<file path="src/core/tfs_pkg.sv">
package tfs_pkg;
    // Widths of the serial frame and of the register contents
    localparam int DATA_W = 8;
    localparam int ADDR_W = 15;
    localparam int IDX_W = 7;
    localparam int ENTRY_W = 5;
    localparam int LANE_W = 2;
    localparam int LUT_ENTRIES = 32;
    localparam int LUT_WORD_W = 3 * DATA_W;
    localparam int CNT_W = 5;

    // Frame layout: one read/write bit, 15 address bits, 8 data bits
    localparam logic [CNT_W-1:0] TFS_ADDR_LAST_BIT = 5'h0F;
    localparam logic [CNT_W-1:0] TFS_DATA_FIRST_BIT = 5'h10;
    localparam logic [CNT_W-1:0] TFS_FRAME_LAST_BIT = 5'h17;
    localparam logic [CNT_W-1:0] TFS_FRAME_DONE = 5'h18;

    // Register offsets
    localparam logic [ADDR_W-1:0] TFS_OFS_PART_CODE_HIGH = 15'h0005;
    localparam logic [ADDR_W-1:0] TFS_OFS_PART_REVISION = 15'h000C;
    localparam logic [ADDR_W-1:0] TFS_OFS_SEQ_STOP = 15'h0011;
    localparam logic [ADDR_W-1:0] TFS_OFS_SEQ_START = 15'h0012;
    localparam logic [ADDR_W-1:0] TFS_OFS_SEQ_DIR = 15'h0013;
    localparam logic [ADDR_W-1:0] TFS_OFS_SEQ_INDEX = 15'h0014;
    localparam logic [ADDR_W-1:0] TFS_OFS_DIRECT_CENTER = 15'h0020;
    localparam logic [ADDR_W-1:0] TFS_OFS_DIRECT_BW = 15'h0021;
    localparam logic [ADDR_W-1:0] TFS_OFS_DIRECT_MATCH = 15'h0022;
    localparam logic [ADDR_W-1:0] TFS_OFS_TUNING_CONFIG = 15'h0050;
    localparam logic [ADDR_W-1:0] TFS_OFS_APPLIED_CENTER = 15'h0060;
    localparam logic [ADDR_W-1:0] TFS_OFS_LUT_FIRST = 15'h0100;
    localparam logic [ADDR_W-1:0] TFS_OFS_LUT_LAST = 15'h015F;

    // Values after reset
    localparam logic [IDX_W-1:0] TFS_RST_SEQ_STOP = 7'h7F;
    localparam logic [IDX_W-1:0] TFS_RST_SEQ_START = 7'h00;
    localparam logic TFS_RST_SEQ_DIR = 1'b0;
    localparam logic [IDX_W-1:0] TFS_RST_SEQ_INDEX = 7'h00;
    localparam logic [DATA_W-1:0] TFS_RST_CODE = 8'h00;
    localparam logic TFS_RST_DERIVED_EN = 1'b0;

    // Stepping direction of the sequencer
    typedef enum logic {
        TFS_DIR_UP,
        TFS_DIR_DOWN
    } tfs_dir_type;
endpackage

</file>
<file path="src/core/tfs_lut_mem.sv">
`timescale 1ns/1ns
module tfs_lut_mem (
    // Clock and reset
    input wire logic clk,
    input wire logic rst,
    // Byte write port, lane 0 center, 1 bandwidth, 2 match
    input wire logic wr_en,
    input wire logic [tfs_pkg::ENTRY_W-1:0] wr_entry,
    input wire logic [tfs_pkg::LANE_W-1:0] wr_lane,
    input wire logic [tfs_pkg::DATA_W-1:0] wr_data,
    // Host read port
    input wire logic [tfs_pkg::ENTRY_W-1:0] rd_a_entry,
    output logic [tfs_pkg::LUT_WORD_W-1:0] rd_a_data,
    // Sequencer read port
    input wire logic [tfs_pkg::ENTRY_W-1:0] rd_b_entry,
    output logic [tfs_pkg::LUT_WORD_W-1:0] rd_b_data
);
    import tfs_pkg::*;

    logic [LUT_WORD_W-1:0] mem_reg [LUT_ENTRIES];

    // Entries clear on reset, so it is a flop array rather than a macro
    always_ff @(posedge clk or posedge rst) begin
        if (rst) begin
            for (int i = 0; i < LUT_ENTRIES; i++) begin
                mem_reg[i] <= '0;
            end
        end else if (wr_en) begin
            mem_reg[wr_entry][wr_lane*DATA_W +: DATA_W] <= wr_data;
        end
    end

    // Registered reads, one cycle behind the address
    always_ff @(posedge clk or posedge rst) begin
        if (rst) begin
            rd_a_data <= '0;
            rd_b_data <= '0;
        end else begin
            rd_a_data <= mem_reg[rd_a_entry];
            rd_b_data <= mem_reg[rd_b_entry];
        end
    end
endmodule

</file>
<file path="src/core/tfs_seq_index.sv">
`timescale 1ns/1ns
module tfs_seq_index (
    // Clock and reset
    input wire logic clk,
    input wire logic rst,
    // Bounds and direction
    input wire logic [tfs_pkg::IDX_W-1:0] start_idx,
    input wire logic [tfs_pkg::IDX_W-1:0] stop_idx,
    input wire tfs_pkg::tfs_dir_type dir,
    // Events
    input wire logic reinit,
    input wire logic advance,
    // Next location to apply
    output logic [tfs_pkg::IDX_W-1:0] index
);
    import tfs_pkg::*;

    // Reload has priority so a fresh setting is never overrun by a step
    always_ff @(posedge clk or posedge rst) begin
        if (rst) begin
            index <= TFS_RST_SEQ_INDEX;
        end else if (reinit) begin
            index <= (dir == TFS_DIR_UP) ? start_idx : stop_idx;
        end else if (advance) begin
            if (dir == TFS_DIR_UP) begin
                index <= (index == stop_idx) ? start_idx : index + 7'h01;
            end else begin
                index <= (index == start_idx) ? stop_idx : index - 7'h01;
            end
        end
    end

    property p_reload;
        @(posedge clk) disable iff (rst)
        reinit |=> index == (($past(dir) == TFS_DIR_UP) ? $past(start_idx) : $past(stop_idx));
    endproperty
    a_reload: assert property (p_reload) else $error("index not reloaded");

    property p_step;
        @(posedge clk) disable iff (rst)
        advance && !reinit && dir == TFS_DIR_UP && index != stop_idx
            |=> index == $past(index) + 7'h01;
    endproperty
    a_step: assert property (p_step) else $error("index did not step up");

    property p_wrap;
        @(posedge clk) disable iff (rst)
        advance && !reinit && dir == TFS_DIR_DOWN && index == start_idx
            |=> index == $past(stop_idx);
    endproperty
    a_wrap: assert property (p_wrap) else $error("index did not wrap down");

    property p_hold;
        @(posedge clk) disable iff (rst)
        !advance && !reinit |=> $stable(index);
    endproperty
    a_hold: assert property (p_hold) else $error("index moved without cause");

    c_wrap: cover property (@(posedge clk) disable iff (rst)
        advance && dir == TFS_DIR_UP && index == stop_idx);
endmodule

</file>
<file path="src/core/tfs_top.sv">
`timescale 1ns/1ns
// How it works
// - Stop index, seven bits, read/write, resets to 0x7F, upper bound of walk.
// - Start index, seven bits, read/write, resets to zero, lower bound of walk.
// - Direction bit zero selects incrementing, one selects decrementing; resets to zero.
// - Incrementing loads the index with start; decrementing loads it with stop.
// - Index names next entry, applied at chip-select rise in fast-latch mode.
// - Writing start, stop or direction reloads the index.
// - Current index readable as seven bits; writes to it are ignored.
// - Three eight-bit direct codes, center, bandwidth, match, reset to zero.
// - Outside fast-latch mode, derivation enable set makes applied codes come from interpolation, not writes.
// - Applied center code readable in an eight-bit readback, reset zero.
// - Read-only part code high byte and four-bit revision code.
// - Table of 32 entries, three bytes each, from 0x100 to 0x15F.
module tfs_top #(
    parameter logic [7:0] PART_CODE_HIGH = 8'h5A, // Arbitrary value
    parameter logic [3:0] PART_REVISION = 4'h3 // Arbitrary value
) (
    // Clock and reset
    input wire logic clk,
    input wire logic rst,
    // Serial host port
    input wire logic cs_n,
    input wire logic sclk,
    input wire logic sdi,
    output logic sdo,
    output logic sdo_oe,
    // Mode select and interpolated codes from the tuning engine
    input wire logic serial_sequenced_latch_mode,
    input wire logic [tfs_pkg::DATA_W-1:0] derived_center_code,
    input wire logic [tfs_pkg::DATA_W-1:0] derived_bandwidth_code,
    input wire logic [tfs_pkg::DATA_W-1:0] derived_match_code,
    // Codes driven to the filter, plus the derivation enable and the current index
    output logic [tfs_pkg::DATA_W-1:0] applied_center_code,
    output logic [tfs_pkg::DATA_W-1:0] applied_bandwidth_code,
    output logic [tfs_pkg::DATA_W-1:0] applied_match_code,
    output logic derived_code_enable,
    output logic [tfs_pkg::IDX_W-1:0] sequence_current_index
);
    import tfs_pkg::*;

    logic sclk_prev_reg;
    logic cs_prev_reg;
    logic sclk_rise;
    logic sclk_fall;
    logic cs_rise;
    logic [CNT_W-1:0] bit_cnt_reg;
    logic [LUT_WORD_W-1:0] shift_in_reg;
    logic rw_reg;
    logic [ADDR_W-1:0] addr_reg;
    logic rd_load_reg;
    logic [DATA_W-1:0] dout_reg;
    logic wr_commit;
    logic [DATA_W-1:0] wr_data;
    logic [IDX_W-1:0] stop_reg;
    logic [IDX_W-1:0] start_reg;
    tfs_dir_type dir_reg;
    logic [IDX_W-1:0] stop_next;
    logic [IDX_W-1:0] start_next;
    tfs_dir_type dir_next;
    logic [ADDR_W-1:0] addr_src;
    logic [DATA_W-1:0] direct_center_reg;
    logic [DATA_W-1:0] direct_bw_reg;
    logic [DATA_W-1:0] direct_match_reg;
    logic seq_reinit;
    logic seq_advance;
    logic lut_hit;
    logic [IDX_W-1:0] lut_off;
    logic [ENTRY_W-1:0] lut_entry;
    logic [LANE_W-1:0] lut_lane;
    logic [LUT_WORD_W-1:0] lut_host_word;
    logic [LUT_WORD_W-1:0] lut_seq_word;
    logic seq_in_table;
    logic [DATA_W-1:0] rd_value;

    // Edge detection; pins are already synchronous to clk
    always_ff @(posedge clk or posedge rst) begin
        if (rst) begin
            sclk_prev_reg <= 1'b0;
            cs_prev_reg <= 1'b1;
        end else begin
            sclk_prev_reg <= sclk;
            cs_prev_reg <= cs_n;
        end
    end

    assign sclk_rise = !cs_n && sclk && !sclk_prev_reg;
    assign sclk_fall = !cs_n && !sclk && sclk_prev_reg;
    assign cs_rise = cs_n && !cs_prev_reg;

    // Bit counter saturates after one frame; no streaming, extra bits are dropped
    always_ff @(posedge clk or posedge rst) begin
        if (rst) begin
            bit_cnt_reg <= '0;
            shift_in_reg <= '0;
        end else if (cs_n) begin
            bit_cnt_reg <= '0;
        end else if (sclk_rise && bit_cnt_reg != TFS_FRAME_DONE) begin
            bit_cnt_reg <= bit_cnt_reg + 5'h01;
            shift_in_reg <= {shift_in_reg[LUT_WORD_W-2:0], sdi};
        end
    end

    // Command and address caught on the sixteenth bit
    always_ff @(posedge clk or posedge rst) begin
        if (rst) begin
            rw_reg <= 1'b0;
            addr_reg <= '0;
            rd_load_reg <= 1'b0;
        end else begin
            rd_load_reg <= 1'b0;
            if (sclk_rise && bit_cnt_reg == TFS_ADDR_LAST_BIT) begin
                rw_reg <= shift_in_reg[ADDR_W-1];
                addr_reg <= {shift_in_reg[ADDR_W-2:0], sdi};
                rd_load_reg <= shift_in_reg[ADDR_W-1];
            end
        end
    end

    assign wr_commit = sclk_rise && bit_cnt_reg == TFS_FRAME_LAST_BIT && !rw_reg;
    assign wr_data = {shift_in_reg[DATA_W-2:0], sdi};

    // Table address split into entry and lane; during capture the port already sees the
    // incoming address, so its registered word is valid when the read data are loaded
    assign addr_src = (sclk_rise && bit_cnt_reg == TFS_ADDR_LAST_BIT)
        ? {shift_in_reg[ADDR_W-2:0], sdi} : addr_reg;
    assign lut_hit = addr_src >= TFS_OFS_LUT_FIRST && addr_src <= TFS_OFS_LUT_LAST;
    assign lut_off = IDX_W'(addr_src - TFS_OFS_LUT_FIRST);
    assign lut_entry = ENTRY_W'(lut_off / 7'h03);
    assign lut_lane = LANE_W'(lut_off % 7'h03);

    // Read mux; unmapped addresses and reserved bits read zero
    always_comb begin
        rd_value = '0;
        case (addr_reg)
            TFS_OFS_PART_CODE_HIGH: rd_value = PART_CODE_HIGH;
            TFS_OFS_PART_REVISION: rd_value = {4'h0, PART_REVISION};
            TFS_OFS_SEQ_STOP: rd_value = {1'b0, stop_reg};
            TFS_OFS_SEQ_START: rd_value = {1'b0, start_reg};
            TFS_OFS_SEQ_DIR: rd_value = {7'h00, dir_reg};
            TFS_OFS_SEQ_INDEX: rd_value = {1'b0, sequence_current_index};
            TFS_OFS_DIRECT_CENTER: rd_value = direct_center_reg;
            TFS_OFS_DIRECT_BW: rd_value = direct_bw_reg;
            TFS_OFS_DIRECT_MATCH: rd_value = direct_match_reg;
            TFS_OFS_TUNING_CONFIG: rd_value = {7'h00, derived_code_enable};
            TFS_OFS_APPLIED_CENTER: rd_value = applied_center_code;
            default: begin
                if (lut_hit) begin
                    rd_value = lut_host_word[lut_lane*DATA_W +: DATA_W];
                end
            end
        endcase
    end

    // Read data loaded once the table port has settled, shifted out on falling sclk
    always_ff @(posedge clk or posedge rst) begin
        if (rst) begin
            dout_reg <= '0;
            sdo <= 1'b0;
            sdo_oe <= 1'b0;
        end else if (cs_n) begin
            sdo_oe <= 1'b0;
        end else if (rd_load_reg) begin
            dout_reg <= rd_value;
        end else if (sclk_fall && rw_reg && bit_cnt_reg >= TFS_DATA_FIRST_BIT
                     && bit_cnt_reg != TFS_FRAME_DONE) begin
            sdo <= dout_reg[DATA_W-1];
            dout_reg <= {dout_reg[DATA_W-2:0], 1'b0};
            sdo_oe <= 1'b1;
        end
    end

    // Next bounds and direction; the index reloads from these, not the old registers
    assign stop_next = (wr_commit && addr_reg == TFS_OFS_SEQ_STOP)
        ? wr_data[IDX_W-1:0] : stop_reg;
    assign start_next = (wr_commit && addr_reg == TFS_OFS_SEQ_START)
        ? wr_data[IDX_W-1:0] : start_reg;
    assign dir_next = (wr_commit && addr_reg == TFS_OFS_SEQ_DIR)
        ? tfs_dir_type'(wr_data[0]) : dir_reg;

    // Sequencer bounds and direction, seven and one bits wide
    always_ff @(posedge clk or posedge rst) begin
        if (rst) begin
            stop_reg <= TFS_RST_SEQ_STOP;
            start_reg <= TFS_RST_SEQ_START;
            dir_reg <= tfs_dir_type'(TFS_RST_SEQ_DIR);
        end else begin
            stop_reg <= stop_next;
            start_reg <= start_next;
            dir_reg <= dir_next;
        end
    end

    // Direct codes and the derivation enable
    always_ff @(posedge clk or posedge rst) begin
        if (rst) begin
            direct_center_reg <= TFS_RST_CODE;
            direct_bw_reg <= TFS_RST_CODE;
            direct_match_reg <= TFS_RST_CODE;
            derived_code_enable <= TFS_RST_DERIVED_EN;
        end else if (wr_commit) begin
            case (addr_reg)
                TFS_OFS_DIRECT_CENTER: direct_center_reg <= wr_data;
                TFS_OFS_DIRECT_BW: direct_bw_reg <= wr_data;
                TFS_OFS_DIRECT_MATCH: direct_match_reg <= wr_data;
                TFS_OFS_TUNING_CONFIG: derived_code_enable <= wr_data[0];
                default: begin
                end
            endcase
        end
    end

    // A settings write reloads the index; the reload beats a coincident step
    assign seq_reinit = wr_commit && (addr_reg == TFS_OFS_SEQ_STOP
        || addr_reg == TFS_OFS_SEQ_START || addr_reg == TFS_OFS_SEQ_DIR);
    assign seq_advance = cs_rise && serial_sequenced_latch_mode && !seq_reinit;
    assign seq_in_table = sequence_current_index < IDX_W'(LUT_ENTRIES);

    tfs_seq_index u_seq (
        .clk(clk),
        .rst(rst),
        .start_idx(start_next),
        .stop_idx(stop_next),
        .dir(dir_next),
        .reinit(seq_reinit),
        .advance(seq_advance),
        .index(sequence_current_index)
    );

    tfs_lut_mem u_lut (
        .clk(clk),
        .rst(rst),
        .wr_en(wr_commit && lut_hit),
        .wr_entry(lut_entry),
        .wr_lane(lut_lane),
        .wr_data(wr_data),
        .rd_a_entry(lut_entry),
        .rd_a_data(lut_host_word),
        .rd_b_entry(sequence_current_index[ENTRY_W-1:0]),
        .rd_b_data(lut_seq_word)
    );

    // Applied codes: table entry on each step, else derived or direct codes.
    // Index values past the table apply zeros rather than aliasing an entry.
    always_ff @(posedge clk or posedge rst) begin
        if (rst) begin
            applied_center_code <= TFS_RST_CODE;
            applied_bandwidth_code <= TFS_RST_CODE;
            applied_match_code <= TFS_RST_CODE;
        end else if (serial_sequenced_latch_mode) begin
            if (seq_advance) begin
                applied_center_code <= seq_in_table ? lut_seq_word[7:0] : '0;
                applied_bandwidth_code <= seq_in_table ? lut_seq_word[15:8] : '0;
                applied_match_code <= seq_in_table ? lut_seq_word[23:16] : '0;
            end
        end else if (derived_code_enable) begin
            applied_center_code <= derived_center_code;
            applied_bandwidth_code <= derived_bandwidth_code;
            applied_match_code <= derived_match_code;
        end else begin
            applied_center_code <= direct_center_reg;
            applied_bandwidth_code <= direct_bw_reg;
            applied_match_code <= direct_match_reg;
        end
    end

    property p_stop_wr;
        @(posedge clk) disable iff (rst)
        wr_commit && addr_reg == TFS_OFS_SEQ_STOP |=> stop_reg == $past(wr_data[6:0]);
    endproperty
    a_stop_wr: assert property (p_stop_wr) else $error("stop index not written");

    property p_start_wr;
        @(posedge clk) disable iff (rst)
        wr_commit && addr_reg == TFS_OFS_SEQ_START |=> start_reg == $past(wr_data[6:0]);
    endproperty
    a_start_wr: assert property (p_start_wr) else $error("start index not written");

    property p_dir_reload;
        @(posedge clk) disable iff (rst)
        wr_commit && addr_reg == TFS_OFS_SEQ_DIR
            |=> sequence_current_index == ($past(wr_data[0]) ? stop_reg : start_reg);
    endproperty
    a_dir_reload: assert property (p_dir_reload) else $error("direction reload wrong");

    property p_bound_reload;
        @(posedge clk) disable iff (rst)
        wr_commit && addr_reg == TFS_OFS_SEQ_START && dir_reg == TFS_DIR_UP
            |=> sequence_current_index == $past(wr_data[6:0]);
    endproperty
    a_bound_reload: assert property (p_bound_reload) else $error("start reload missed");

    property p_index_ro;
        @(posedge clk) disable iff (rst)
        wr_commit && addr_reg == TFS_OFS_SEQ_INDEX && !seq_advance
            |=> $stable(sequence_current_index);
    endproperty
    a_index_ro: assert property (p_index_ro) else $error("index took a write");

    property p_direct_apply;
        @(posedge clk) disable iff (rst)
        wr_commit && addr_reg == TFS_OFS_DIRECT_CENTER && !serial_sequenced_latch_mode
            && !derived_code_enable
            ##1 !serial_sequenced_latch_mode && !derived_code_enable
            |=> applied_center_code == $past(wr_data, 2);
    endproperty
    a_direct_apply: assert property (p_direct_apply) else $error("direct code not applied");

    property p_derived;
        @(posedge clk) disable iff (rst)
        !serial_sequenced_latch_mode && derived_code_enable
            |=> applied_match_code == $past(derived_match_code);
    endproperty
    a_derived: assert property (p_derived) else $error("derived code not applied");

    property p_seq_apply;
        @(posedge clk) disable iff (rst)
        serial_sequenced_latch_mode && seq_advance && seq_in_table
            |=> applied_bandwidth_code == $past(lut_seq_word[15:8]);
    endproperty
    a_seq_apply: assert property (p_seq_apply) else $error("table entry not applied");

    property p_oe_frame;
        @(posedge clk) disable iff (rst)
        cs_rise |=> !sdo_oe;
    endproperty
    a_oe_frame: assert property (p_oe_frame) else $error("sdo driven after frame");

    c_write: cover property (@(posedge clk) disable iff (rst) wr_commit && lut_hit);
    c_read: cover property (@(posedge clk) disable iff (rst) rd_load_reg && lut_hit);
    c_advance: cover property (@(posedge clk) disable iff (rst) seq_advance);
    c_reload_step: cover property (@(posedge clk) disable iff (rst) seq_reinit && cs_rise);
endmodule

</file>
<file path="config.mk">
export PLATFORM = sky130hd
export DESIGN_NAME = tfs_top
export DESIGN_NICKNAME = d
export VERILOG_FILES = /design/src/core/tfs_pkg.sv /design/src/core/tfs_lut_mem.sv /design/src/core/tfs_seq_index.sv /design/src/core/tfs_top.sv
export SDC_FILE = /design/constraint.sdc
export NUM_CORES = 2
export LEC_CHECK = 0
export BUFFER_PORTS_ARGS = -buffer_cell sky130_fd_sc_hd__buf_2
export CAP_MARGIN = 0
export CORE_UTILIZATION = 52
export DETAILED_ROUTE_END_ITERATION = 6
export PLACE_DENSITY = 0.68
export SYNTH_ARGS = -nofsm -noshare
export SYNTH_HDL_FRONTEND = slang
export SYNTH_SLANG_ARGS = --single-unit
</file>
<file path="constraint.sdc">
create_clock -name clk -period 34.2 [get_ports clk]
set_input_delay 1.71 -clock clk [delete_from_list [all_inputs] [get_ports clk]]
set_output_delay 1.71 -clock clk [all_outputs]
set_load 0.02 [all_outputs]
</file>
==> impl_metrics.json <==
{
  "grt_usage": 0.4091,
  "synth_adder_area_share": 0.002820,
  "ctsHoldBuffers": 0,
  "yosys_warnings": 0,
  "layout-drive-gt1-share": 0.2210,
  "grt_max_degree": 257,
  "finalCritPeriodShare": 0.2881,
  "syn_to_final_growth_pct": 9.722,
  "seq_power_share": 0.427,
  "largest_reg_flops": 768,
  "netSwitchingPower_uw": 842.0,
  "cts.clk_slew.worst_paths_ps": 60,
  "synthArstFlopShare": 1.000,
  "ys_types": 90,
  "cp_max_fo": 33,
  "muxShareOfSynthArea": 0.2000,
  "min_path_type": "flip-flop to flip-flop",
  "grt_pass1_wl_mm": 279.0,
  "ant_nets": 0,
  "via_per_inst": 7.409,
  "syn_area_sq_mm": 0.04880,
  "gp_congestion": 0.9632,
  "status": "finished, violations left",
  "synth_top_family_by_area": "multiplexers",
  "dp_hpwl_mm": 120.5,
  "rsz0062_at_grt": "no",
  "finalNetCount": 4332,
  "fin_util": 0.5798,
  "holdWs_ps": 484.6,
  "maxSlewHeadroom": -0.01690,
  "switching_share": 0.3065,
  "fmax_ghz": 0.1015,
  "die_w_um": 308.3,
  "dieHeight_um": 308.3,
  "initial_core_util": 0.5284,
  "leakage_nw": 23.07,
  "pwr-share-comb": 0.169,
  "num_rows": 111,
  "synth.most_common_cell": "dfrtp_1",
  "grt_overflow_total": 0,
  "grt_pass1_vias": 39670,
  "end_kind": "flip-flop",
  "final-hold-violation-count": 0,
  "crit_arrival_ps": 10430,
  "final_max_slew_viol_count": 7,
  "die_area_sq_mm": 0.09508,
  "yosys.area_share.xor_xnor": 0.005384,
  "failed_checks": "DRC, capacitance limit, slew limit",
  "cts_setup_buffers": 0,
  "vias": 41660,
  "ys.flop_type": "dfrtp_1",
  "finalSetupTns_ps": 0,
  "p_int_mw": 1.905,
  "yosys-top-cells-area": "dfrtp_1, mux4_2, o21ai_0",
  "min_period_ps": 9853,
  "ios": 64,
  "syn-mean-instance-area_sq_um": 11.05,
  "ys_ff_latch": 936,
  "cts_tree": "built",
  "cts_buffer_depth": 3,
  "first_pass_iters": 7,
  "synth_commonest_cells": "dfrtp_1, o21ai_0, nand2_1, clkbuf_1, mux2_2",
  "worst_pin_slew_ps": 1520,
  "synth_enable_flop_cells": 0,
  "cts_sinks": 936,
  "insertion_delay_ps": 720,
  "cts_max_level": 3,
  "cap_violations": 1,
  "synth_top_cell_area_share": 0.4759,
  "postSynthCellCount": 4416,
  "cts_buffers": 98,
  "coreArea_sq_mm": 0.09236,
  "clock_power_share": 0.404,
  "critical_path_class": "input pin to flip-flop",
  "antenna_found_initial": 13,
  "cp.required_ps": 34780,
  "setup_viol": 0,
  "wl_mm": 193.7,
  "crit_path_start_kind": "input pin",
  "yosysTopAreaCell": "dfrtp_1",
  "drt_iter0_drc": 6732,
  "post-route-drc-count": 37,
  "root_buffer": "clkbuf_16",
  "numPortBuffers": 63,
  "powerDensity_mw_per_mm2": 51.30,
  "syn-num-nets": 4457,
  "skew_ps": 31.30,
  "avgRoutedWirePerCell_um": 34.45,
  "synth_compound_area_frac": 0.1771,
  "yosys.area_share.simple": 0.1002,
  "cts_resized": 0,
  "ir_worst_vdd_v": 0.00004025,
  "yosysSeqAreaShare": 0.4802
}
-- power groups by stage --
| stage | clock network [mW] | registers (mW) | logic (mW) |
|---|---|---|---|
| after floorplan | 0 | 1.15 | 0.352 |
| after global placement | 0 | 1.19 | 0.453 |
| after detailed placement | 0 | 1.19 | 0.456 |
| after CTS | 1.11 | 1.17 | 0.456 |
| after global routing | 1.15 | 1.17 | 0.486 |
| final | 1.11 | 1.17 | 0.465 |
-- worst max-delay path, stage by stage --
cell and delay (ps):
buf_2 170, and4bb_2 750, nand2_1 120, nand2_1 150, ha_1 520, mux2i_1 140, mux2i_1 360, nand3_1 510
o221a_1 400, a32o_1 380, inv_1 290, ha_1 310, nor2_1 80, mux2i_2 420, a21oi_1 160, a31oi_1 420
and2_1 360, ha_1 560, nor2b_2 1100, nand2_1 990, o21ai_0 470
-- cell families (layout without fill, tap and decap cells) --
kind of cell,Yosys count,after routing
buffers and inverters,426,385
DFF,936,936
and+or+nand+nor,975,975
muxes,633,633
other,0,5
AOI/OAI and AO/OA,1405,1405
adders and majority gates,11,11
xor gates and xnor gates,30,30
-- per-layer routing --
layer	vias to the layer above	global-route usage	part of all wire
met4	16	0.2836	0.084
met1	20680	0.5176	0.35
met5	-	0	0.00059
met2	3509	0.5770	0.42
li1	16490	-	-
met3	963	0.1576	0.15
-- stage by stage --
step / std cells / worst slack (ps) / cell area, sq um / power [mW]
after floorplan: 4416 / 6182 / 48800 / 1.505
after global routing: 5618 / 23830 / 53530 / 2.808
after global placement: 5434 / 24100 / 50230 / 1.643
after CTS: 5618 / 24600 / 53530 / 2.733
final: 5623 / 24350 / 53550 / 2.747
after detailed placement: 5434 / 23870 / 50230 / 1.647
-- final timing paths --
check	endpoint	slack (ps)	start	cells after the start
max	u_lut.mem_reg[515]$_DFFE_PP0P_	24350	cs_n	21
min	addr_reg[14]$_DFF_PP0_	480	addr_reg[14]$_DFF_PP0_	2
max reg2reg	u_lut.mem_reg[515]$_DFFE_PP0P_	24650	bit_cnt_reg[0]$_DFFE_PP0P_	23
min reg2reg	addr_reg[14]$_DFF_PP0_	480	addr_reg[14]$_DFF_PP0_	2
max in group asynchronous	u_lut.mem_reg[58]$_DFFE_PP0P_	30520	rst	4
min in group asynchronous	u_lut.mem_reg[343]$_DFFE_PP0P_	1180	rst	2
-- final cells by class --
class | count | area [sq um]
Antenna cell | 5 | 12.51
Clock buffer | 154 | 2914
Clock inverter | 30 | 384.1
Fill cell | 7675 | 38810
Inverter | 35 | 138.9
Multi-Input combinational cell | 3054 | 23970
Sequential cell | 936 | 23450
Tap cell | 1243 | 1555
Timing Repair Buffer | 166 | 1126
-- cell usage in the layout, fill, tap and decap left out, drive strengths merged, types with 7 or more instances in the layout --
cell type  count
dfrtp        928
o21ai        819
nand2        531
mux2         321
mux4         241
a22oi        172
buf          166
clkbuf       154
nor2         116
nand3         95
a21oi         89
mux2i         71
a221oi        63
nand4         61
a222oi        49
a211oi        44
a22o          43
nor2b         42
inv           38
o22ai         32
nor3          32
xnor2         23
nor4          23
clkinv        21
a31oi         16
nand2b        14
a32o          11
ha            11
or3           10
and3          10
a2111oi       10
and4           9
dfstp          8
xor2           7
a221o          7
Power figures use the tool's default switching activity.
